File: src/hw/facg_regs.svh
`ifndef FACG_REGS_SVH
`define FACG_REGS_SVH
// Summary of operation
// lock audio clock samples to field rate
// synthesize master clock from crystal reference
// 18-bit clocks-per-field across three registers
// 22-bit nominal increment across three registers
// master output wired to master input externally
// derive bit clock and channel clock
// bit clock = master / 2(divider+1)
// channel clock = bit clock / 2(divider)
// audio controls at subaddresses 30h to 3Fh
// channel phase bit selects bit-clock edge
// serial phase bit selects master-clock edge
// trim increment from per-field count error

// ---------------------------------------------------------------
// subaddresses
// ---------------------------------------------------------------
`define FACG_ADDR_FIRST 8'h30
`define FACG_ADDR_LAST 8'h3f
`define FACG_ADDR_CPF0 8'h30
`define FACG_ADDR_CPF1 8'h31
`define FACG_ADDR_CPF2 8'h32
`define FACG_ADDR_NPI0 8'h34
`define FACG_ADDR_NPI1 8'h35
`define FACG_ADDR_NPI2 8'h36
`define FACG_ADDR_SERIAL_DIVIDER 8'h38
`define FACG_ADDR_CDIV 8'h39
`define FACG_ADDR_CTRL 8'h3a

// ---------------------------------------------------------------
// field layouts and reset values
// ---------------------------------------------------------------
`define FACG_CPF_W 18
`define FACG_NPI_W 22
`define FACG_DIV_W 6
`define FACG_ACC_W 23
`define FACG_CTRL_SERIAL_CLOCK_PHASE_SEL 0
`define FACG_CTRL_CHANNEL_CLOCK_PHASE_SEL 1
`define FACG_CTRL_OPEN 2
`define FACG_RST_BYTE 8'h00
`define FACG_RST_CTRL 8'h03
// trim gain: error is shifted right by this before adding
`define FACG_TRIM_SHIFT 4
`define FACG_TRIM_LIMIT 22'h000fff
`endif

File: src/hw/facg_pkg.sv
package facg_pkg;
    typedef enum logic [2:0] {
        FACG_IDLE = 3'b001,
        FACG_RUN = 3'b010,
        FACG_HOLD = 3'b100
    } facg_lock_t;
    typedef logic [7:0] facg_byte_t;
endpackage

File: src/hw/facg_div_if.sv
`timescale 1ns/1ns
interface facg_div_if;
    logic [5:0] divider;
    logic phase_sel;
    logic src_now;
    logic src_prev;
    logic out_clk;
    logic out_edge;
    modport ctl (output divider, output phase_sel, output src_now, output src_prev, input out_clk, input out_edge);
    modport div (input divider, input phase_sel, input src_now, input src_prev, output out_clk, output out_edge);
endinterface

File: src/hw/facg_clk_div.sv
`timescale 1ns/1ns
// toggles output every (divider+offset) selected source edges, or on every edge when that sum is 0
module facg_clk_div #(parameter logic [6:0] OFFSET = 7'h01)
(
    input wire logic clk,
    input wire logic rst,
    facg_div_if.div dif
);
    logic [6:0] cnt_r;
    logic [6:0] cnt_nxt;
    logic tog_r;
    logic tog_nxt;
    logic edge_hit;
    logic [6:0] limit;

    always_comb
    begin
        // phase 1 = rising edge, 0 = falling edge (inverted)
        edge_hit = dif.phase_sel ? (dif.src_now & ~dif.src_prev) : (~dif.src_now & dif.src_prev);
        limit = {1'b0, dif.divider} + OFFSET;
        if (limit == 7'h00)
        begin
            limit = 7'h01;
        end
        cnt_nxt = cnt_r;
        tog_nxt = tog_r;
        if (edge_hit)
        begin
            if (cnt_r + 7'h01 >= limit)
            begin
                cnt_nxt = 7'h00;
                tog_nxt = ~tog_r;
            end
            else
            begin
                cnt_nxt = cnt_r + 7'h01;
            end
        end
    end

    always_ff @(posedge clk)
    begin
        if (rst)
        begin
            cnt_r <= 7'h00;
            tog_r <= 1'b0;
        end
        else
        begin
            cnt_r <= cnt_nxt;
            tog_r <= tog_nxt;
        end
    end

    assign dif.out_clk = tog_r;
    assign dif.out_edge = tog_nxt ^ tog_r;
endmodule

File: src/hw/facg_top.sv
`timescale 1ns/1ns
`include "facg_regs.svh"
module facg_top
(
    input wire logic CORE_CLK,
    input wire logic RESET,
    input wire logic REG_WR,
    input wire logic [7:0] REG_ADDR,
    input wire logic [7:0] REG_WDATA,
    output logic [7:0] REG_RDATA,
    input wire logic FIELD_REF,
    input wire logic DIVIDER_MASTER_CLOCK_IN,
    output logic SYNTH_MASTER_CLOCK_OUT,
    output logic SERIAL_BIT_CLOCK_OUT,
    output logic CHANNEL_SELECT_CLOCK_OUT,
    output logic [17:0] FIELD_COUNT
);
    // ---------------------------------------------------------------
    // registers
    // ---------------------------------------------------------------
    facg_pkg::facg_byte_t regs_r [0:15];
    facg_pkg::facg_byte_t regs_nxt [0:15];
    logic [3:0] idx;
    logic in_range;

    always_comb
    begin
        idx = REG_ADDR[3:0];
        in_range = (REG_ADDR >= `FACG_ADDR_FIRST) && (REG_ADDR <= `FACG_ADDR_LAST);
        for (int i = 0; i < 16; i++)
        begin
            regs_nxt[i] = regs_r[i];
        end
        if (REG_WR && in_range)
        begin
            regs_nxt[idx] = REG_WDATA;
        end
    end

    genvar g;
    generate
        for (g = 0; g < 16; g++)
        begin : g_reg
            always_ff @(posedge CORE_CLK)
            begin
                if (RESET)
                begin
                    regs_r[g] <= (g == 10) ? `FACG_RST_CTRL : `FACG_RST_BYTE;
                end
                else
                begin
                    regs_r[g] <= regs_nxt[g];
                end
            end
        end
    endgenerate

    logic [17:0] cpf;
    logic [21:0] npi;
    logic [5:0] serial_divider;
    logic [5:0] cdiv;
    logic [7:0] ctrl;
    // unused bits of partial bytes read as zero
    assign cpf = {regs_r[2][1:0], regs_r[1], regs_r[0]};
    assign npi = {regs_r[6][5:0], regs_r[5], regs_r[4]};
    assign serial_divider = regs_r[8][5:0];
    assign cdiv = regs_r[9][5:0];
    assign ctrl = regs_r[10];

    logic [7:0] rd_nxt;
    logic [7:0] rd_r;
    always_comb
    begin
        rd_nxt = 8'h00;
        if (in_range)
        begin
            case (idx)
                4'h2: rd_nxt = {6'h00, regs_r[2][1:0]};
                4'h6: rd_nxt = {2'h0, regs_r[6][5:0]};
                4'h8: rd_nxt = {2'h0, regs_r[8][5:0]};
                4'h9: rd_nxt = {2'h0, regs_r[9][5:0]};
                4'ha: rd_nxt = {5'h00, regs_r[10][2:0]};
                4'h0, 4'h1, 4'h4, 4'h5: rd_nxt = regs_r[idx];
                default: rd_nxt = 8'h00;
            endcase
        end
    end

    // ---------------------------------------------------------------
    // phase accumulator synthesizer and field lock
    // ---------------------------------------------------------------
    // output toggles on accumulator carry: master = f_crystal*inc/2^24, one carry per
    // half period, so accumulator runs at crystal rate in the real part
    logic [22:0] acc_r;
    logic [22:0] acc_nxt;
    logic mclk_r;
    logic mclk_nxt;
    logic [21:0] inc_r;
    logic [21:0] inc_nxt;
    logic [17:0] cnt_r;
    logic [17:0] cnt_nxt;
    logic [17:0] last_r;
    logic [17:0] last_nxt;
    logic fref_r;
    logic fref_nxt;
    facg_pkg::facg_lock_t st_r;
    facg_pkg::facg_lock_t st_nxt;
    logic [23:0] sum;
    logic [22:0] work_inc;
    logic signed [19:0] err;
    logic signed [22:0] adj;
    logic signed [23:0] trimmed;
    logic field_edge;
    logic cnt_inc;

    always_comb
    begin
        field_edge = FIELD_REF & ~fref_r;
        fref_nxt = FIELD_REF;
        work_inc = (st_r == facg_pkg::FACG_RUN) ? {1'b0, inc_r} : {1'b0, npi};
        sum = {1'b0, acc_r} + {1'b0, work_inc};
        acc_nxt = sum[22:0];
        mclk_nxt = sum[23] ? ~mclk_r : mclk_r;
        // one count per master period, on its falling toggle
        cnt_inc = sum[23] & mclk_r;
        cnt_nxt = cnt_r;
        last_nxt = last_r;
        inc_nxt = inc_r;
        st_nxt = st_r;
        err = 20'sh00000;
        adj = 23'sh000000;
        trimmed = 24'sh000000;
        if (cnt_inc)
        begin
            cnt_nxt = cnt_r + 18'h00001;
        end
        case (st_r)
            facg_pkg::FACG_IDLE:
            begin
                inc_nxt = npi;
                if (field_edge)
                begin
                    // a clock landing on the field edge belongs to the new field
                    cnt_nxt = {17'h00000, cnt_inc};
                    st_nxt = ctrl[`FACG_CTRL_OPEN] ? facg_pkg::FACG_HOLD : facg_pkg::FACG_RUN;
                end
            end
            facg_pkg::FACG_RUN:
            begin
                if (ctrl[`FACG_CTRL_OPEN])
                begin
                    st_nxt = facg_pkg::FACG_HOLD;
                end
                else if (field_edge)
                begin
                    // positive error: too few clocks, speed up
                    err = $signed({2'b00, cpf}) - $signed({2'b00, cnt_r});
                    adj = 23'($signed(err) >>> `FACG_TRIM_SHIFT);
                    trimmed = $signed({2'b00, inc_r}) + 24'(adj);
                    if (trimmed > $signed({2'b00, npi} + {2'b00, `FACG_TRIM_LIMIT}))
                    begin
                        inc_nxt = npi + `FACG_TRIM_LIMIT;
                    end
                    else if (trimmed < $signed({2'b00, npi} - {2'b00, `FACG_TRIM_LIMIT}) || trimmed < 0)
                    begin
                        inc_nxt = npi - `FACG_TRIM_LIMIT;
                    end
                    else
                    begin
                        inc_nxt = trimmed[21:0];
                    end
                    last_nxt = cnt_r;
                    cnt_nxt = {17'h00000, cnt_inc};
                end
            end
            facg_pkg::FACG_HOLD:
            begin
                inc_nxt = npi;
                if (!ctrl[`FACG_CTRL_OPEN])
                begin
                    st_nxt = facg_pkg::FACG_IDLE;
                end
                else if (field_edge)
                begin
                    last_nxt = cnt_r;
                    cnt_nxt = {17'h00000, cnt_inc};
                end
            end
            default:
            begin
                st_nxt = facg_pkg::FACG_IDLE;
            end
        endcase
    end

    always_ff @(posedge CORE_CLK)
    begin
        if (RESET)
        begin
            acc_r <= 23'h000000;
            mclk_r <= 1'b0;
            inc_r <= 22'h000000;
            cnt_r <= 18'h00000;
            last_r <= 18'h00000;
            fref_r <= 1'b0;
            st_r <= facg_pkg::FACG_IDLE;
            rd_r <= 8'h00;
        end
        else
        begin
            acc_r <= acc_nxt;
            mclk_r <= mclk_nxt;
            inc_r <= inc_nxt;
            cnt_r <= cnt_nxt;
            last_r <= last_nxt;
            fref_r <= fref_nxt;
            st_r <= st_nxt;
            rd_r <= rd_nxt;
        end
    end

    // ---------------------------------------------------------------
    // divider chain from external master input
    // ---------------------------------------------------------------
    // master input is taken as synchronous; must be well under half CORE_CLK
    logic mxin_r;
    logic bclk_prev_r;
    facg_div_if bit_if ();
    facg_div_if chan_if ();

    assign bit_if.divider = serial_divider;
    assign bit_if.phase_sel = ctrl[`FACG_CTRL_SERIAL_CLOCK_PHASE_SEL];
    assign bit_if.src_now = DIVIDER_MASTER_CLOCK_IN;
    assign bit_if.src_prev = mxin_r;
    assign chan_if.divider = cdiv;
    assign chan_if.phase_sel = ctrl[`FACG_CTRL_CHANNEL_CLOCK_PHASE_SEL];
    assign chan_if.src_now = bit_if.out_clk;
    assign chan_if.src_prev = bclk_prev_r;

    // toggle every serial_divider+1 edges: period 2*(serial_divider+1) master cycles
    facg_clk_div #(.OFFSET(7'h01)) u_bit_div
    (
        .clk(CORE_CLK),
        .rst(RESET),
        .dif(bit_if)
    );

    // toggle every cdiv edges (every edge when cdiv is 0): period 2*cdiv bit clocks, 2 when cdiv is 0
    facg_clk_div #(.OFFSET(7'h00)) u_chan_div
    (
        .clk(CORE_CLK),
        .rst(RESET),
        .dif(chan_if)
    );

    always_ff @(posedge CORE_CLK)
    begin
        if (RESET)
        begin
            mxin_r <= 1'b0;
            bclk_prev_r <= 1'b0;
        end
        else
        begin
            mxin_r <= DIVIDER_MASTER_CLOCK_IN;
            bclk_prev_r <= bit_if.out_clk;
        end
    end

    assign REG_RDATA = rd_r;
    assign SYNTH_MASTER_CLOCK_OUT = mclk_r;
    assign SERIAL_BIT_CLOCK_OUT = bit_if.out_clk;
    assign CHANNEL_SELECT_CLOCK_OUT = chan_if.out_clk;
    assign FIELD_COUNT = last_r;
endmodule

File: config.mk
export PLATFORM = sky130hd
export DESIGN_NAME = facg_top
export DESIGN_NICKNAME = d
export VERILOG_FILES = /design/src/hw/facg_pkg.sv /design/src/hw/facg_div_if.sv /design/src/hw/facg_clk_div.sv /design/src/hw/facg_top.sv
export VERILOG_INCLUDE_DIRS = /design/src /design/src/hw
export SDC_FILE = /design/constraint.sdc
export NUM_CORES = 1
export LEC_CHECK = 0
export BUFFER_PORTS_ARGS = -buffer_cell sky130_fd_sc_hd__buf_4
export CORE_MARGIN = 4
export CORE_UTILIZATION = 60
export DETAILED_ROUTE_END_ITERATION = 8
export PLACE_DENSITY = 0.87
export SETUP_SLACK_MARGIN = 0.02
export SYNTH_ARGS = -nofsm -noshare
export SYNTH_HDL_FRONTEND = slang
export SYNTH_SLANG_ARGS = --single-unit
File: constraint.sdc
create_clock -name CORE_CLK -period 8.5 [get_ports CORE_CLK]
set_input_delay 0.85 -clock CORE_CLK [delete_from_list [all_inputs] [get_ports CORE_CLK]]
set_output_delay 0.85 -clock CORE_CLK [all_outputs]
set_load 0.02 [all_outputs]
==> results.cfg <==
[min_path]
hold_depth = 2
holdPathEnd = regs_r[6][6]
min-delay-start = regs_r[6][6]
hold_class = flop to flop

[route]
highest_layer = met4
wire_per_inst_um = 19.4
wl_met3_um = 3240
vias = 12400
vias_per_cell = 6.45
finalWirelength_um = 37300
ant_nets = 0
drc = 0
dr.pass1.iters = 9
dr.first_iter.drc_count = 1548
m1WireLength_um = 15600
wl_met2_um = 17000

[layout]
finish.utilization_pct = 65.4
final_cell_area_um2 = 14300
area_growth_pct = 6.96
stdcell_count = 1917
nFillCells = 1819
layout.nets = 1774
drive_gt1_share_pct = 9.65
seq_area_um2 = 3720
multi_input_area_um2 = 9020
num_antenna_cells = 0

[global_route]
globalRouteOverflowTotal = 0
antenna_found_initial = 0
grt_pass1_vias = 11800
grt_pass1_wl_um = 60300
track_usage_pct = 29.8
grt_max_degree = 89

[floorplanning]
die_area_um2 = 24800
ios = 50
die_h_um = 157
coreArea_um2 = 21900
fp.dieW_um = 157
fp-row-count = 54
floorplan.initialDensity_pct = 61.2

[synth]
synth_edf_count = 0
synth_top_cells_by_area = dfxtp_1 (28%), ha_1 (12%), a21oi_1 (5.3%), nor2_1 (5.0%), xnor2_1 (4.8%)
synth.largest_area_cell = dfxtp_1
synth_fp_nets = 1811
syn_avg_cell_area_um2 = 8.06
syn-instance-count = 1661
syn_area_um2 = 13400
async_reset_ff_share_pct = 0
yosysWarnings = 0
synth_seq_cells = 186
synthFlopType = dfxtp_1
synth_top_area_share_pct = 27.8
seq_area_frac_synth_pct = 27.8
synth_cell_types = 83

[timing]
period_minus_slack_ns = 7.56
fmax_mhz = 132
setup_tns_ns = 0
setup_viol = 0
finalCritPeriodShare_pct = 89.0
drv_slew = 0
rsz0062_at_grt = no
final-hold-violation-count = 0
fin_worst_skew_ns = 0.0132
worstMarginPinSlew_ns = 1.33
relSlewSlack_pct = 11.1

[power_and_ir_drop]
p_int_mw = 1.36
p_comb_share_pct = 9.8
ir_worst_vdd_uv = 138
swShare_pct = 27.7
power.switching_mw = 0.522
power_density_nw_per_um2 = 132
power_frac_seq_pct = 46.8
power_frac_clock_pct = 43.4
p_leak_nw = 5.95

[setup_path]
worstPathArrival_ns = 7.89
critPathMaxStageDelay_ns = 0.45
critPathSlowestCell = o2bb2a_1
r2r-end = inc_r[7]
critPathMaxFanout = 15
cp-start-kind = flop
critPathKind = flop to flop
required_ns = 8.83
reg2reg_from = cnt_r[2]
r2r_setup_slack_ns = 0.94
reg2reg_depth = 31
startpoint = cnt_r[2]
end_kind = flop
cpMostUsedCell = a21oi_1

[placed_design]
port_buffers = 49
dp.cells = 1885
gp_congestion = 0.985
dpl_cell_area_um2 = 13700
post-dp-hpwl_um = 27300

[clock_network]
post_cts.repair.setup_buffers = 0
cts_buffer_depth = 2
cts_htree_levels = 4
numCtsBuffers = 17
root_buffer = clkbuf_16
cts.sinks = 186
clock_latency_ns = 0.44
cts_tree = yes
hold_buffers = 0
clk_pin_slew_ns = 0.07
cts_resized = 0

[job]
drv_cap = 0

[run_status]
status = complete, no violations
[worst max-delay path by stage]
| stage | to | slack (ns) | cells past startpoint |
|---|---|---|---|
| finish | inc_r[7] | 0.94 | 31 |
| global route | inc_r[7] | 0.42 | 31 |
| CTS | inc_r[7] | 1.13 | 30 |
| detailed placement | inc_r[7] | 1.21 | 30 |
| global placement | inc_r[7] | 1.49 | 30 |
| floorplan | inc_r[21] | 2.31 | 31 |
[area by class of cell]
class                      count  area share [%]
sequential                   186            26.0
inverter                      48            1.28
clock inverter                13            1.05
tap                          280            2.45
multi-input combinational   1311            63.0
timing repair buffer          60            3.15
clock buffer                  19            3.09
[routing by layer]
layer / up-vias / GRT usage [%]
met2: 630 / 48.6
met4: 0 / 11.7
li1: 5853 / -
met3: 111 / 4.95
met1: 5778 / 39.5
met5: - / 0
[cells in the final DEF, fill, tap and decap left out, drive strengths merged, types with 11 or more instances in the layout]
cell,instances
nand3,87
ha,127
nor2,182
mux2i,42
nand4,11
clkbuf,19
o211ai,11
a211oi,18
and3,21
o21ai,63
a21oi,143
or3,14
nor2b,25
mux4,11
dfxtp,186
buf,60
xor2,46
xnor2,75
nor3,21
a31o,16
inv,55
nand2,146
nand2b,19
mux2,20
o21a,16
a21o,41
[metrics by stage]
stage	setup slack (ns)	hold slack [ns]	power, mW
6_report	0.937	0.468	1.88
5_1_grt	0.423	0.495	1.93
4_1_cts	1.13	0.462	1.88
3_5_place_dp	1.21	0.448	1.08
3_3_place_gp	1.49	0.443	1.07
2_1_floorplan	2.31	0.433	1.04
[cell usage after synthesis, types with 6 or more instances]
master and instances:
o31ai_1 7, o21ai_0 58, nor2_1 180, nand3_1 87, nand4_1 11, a2bb2oi_1 8
clkbuf_1 96, buf_1 10, mux2i_1 42, ha_1 127, o21bai_1 7, inv_1 47
nor2b_1 25, buf_2 6, nor4_1 9, a21oi_1 143, nand2b_1 19, o21a_1 16
a31oi_1 6, nand2_1 146, o211ai_1 11, a22o_1 10, and2_1 9, o31a_1 6
a31o_2 15, nor3_1 20, xor2_1 46, xnor2_1 74, a22oi_1 10, mux4_2 11
dfxtp_1 186, and3_1 21, o22ai_1 9, mux2_2 20, or3_1 13, a211oi_1 16
a21o_1 41
[sequential cells by signal, summed over array words and instances (netlist names), 3 cells and up]
| name | cells |
|---|---|
| u_chan_div.cnt_r | 7 |
| regs_r | 74 |
| inc_r | 22 |
| FIELD_COUNT | 18 |
| u_bit_div.cnt_r | 7 |
| st_r | 3 |
| cnt_r | 18 |
| REG_RDATA | 8 |
| acc_r | 23 |
[logic make-up after synthesis]
kind of cell / count (synthesis) / share of synthesized area, %
AOI/OAI and AO/OA: 415 / 20.4
DFF: 186 / 27.8
adders and majority gates: 129 / 12.2
and+or+nand+nor: 573 / 20.1
muxes: 73 / 6.67
buffers and inverters: 164 / 4.85
xor gates and xnor gates: 121 / 7.97
[power groups by stage]
stage | combinational [mW] | clock (mW) | sequential (mW)
floorplan | 0.136 | 0 | 0.901
global placement | 0.172 | 0 | 0.902
detailed placement | 0.177 | 0 | 0.902
CTS | 0.178 | 0.820 | 0.882
global route | 0.197 | 0.853 | 0.882
finish | 0.184 | 0.819 | 0.882
[critical path: cells and delay by family, from the launching register on]
kind,cells,cell delay [ns]
adder cells (fa/ha/maj),3,1.05
flip-flops,1,0.37
XOR/XNOR,2,0.37
AO/OA/AOI/OAI,17,4.03
AND/OR/NAND/NOR,8,1.53
buffers and inverters,1,0.11
(Power assumes the default switching activity.)
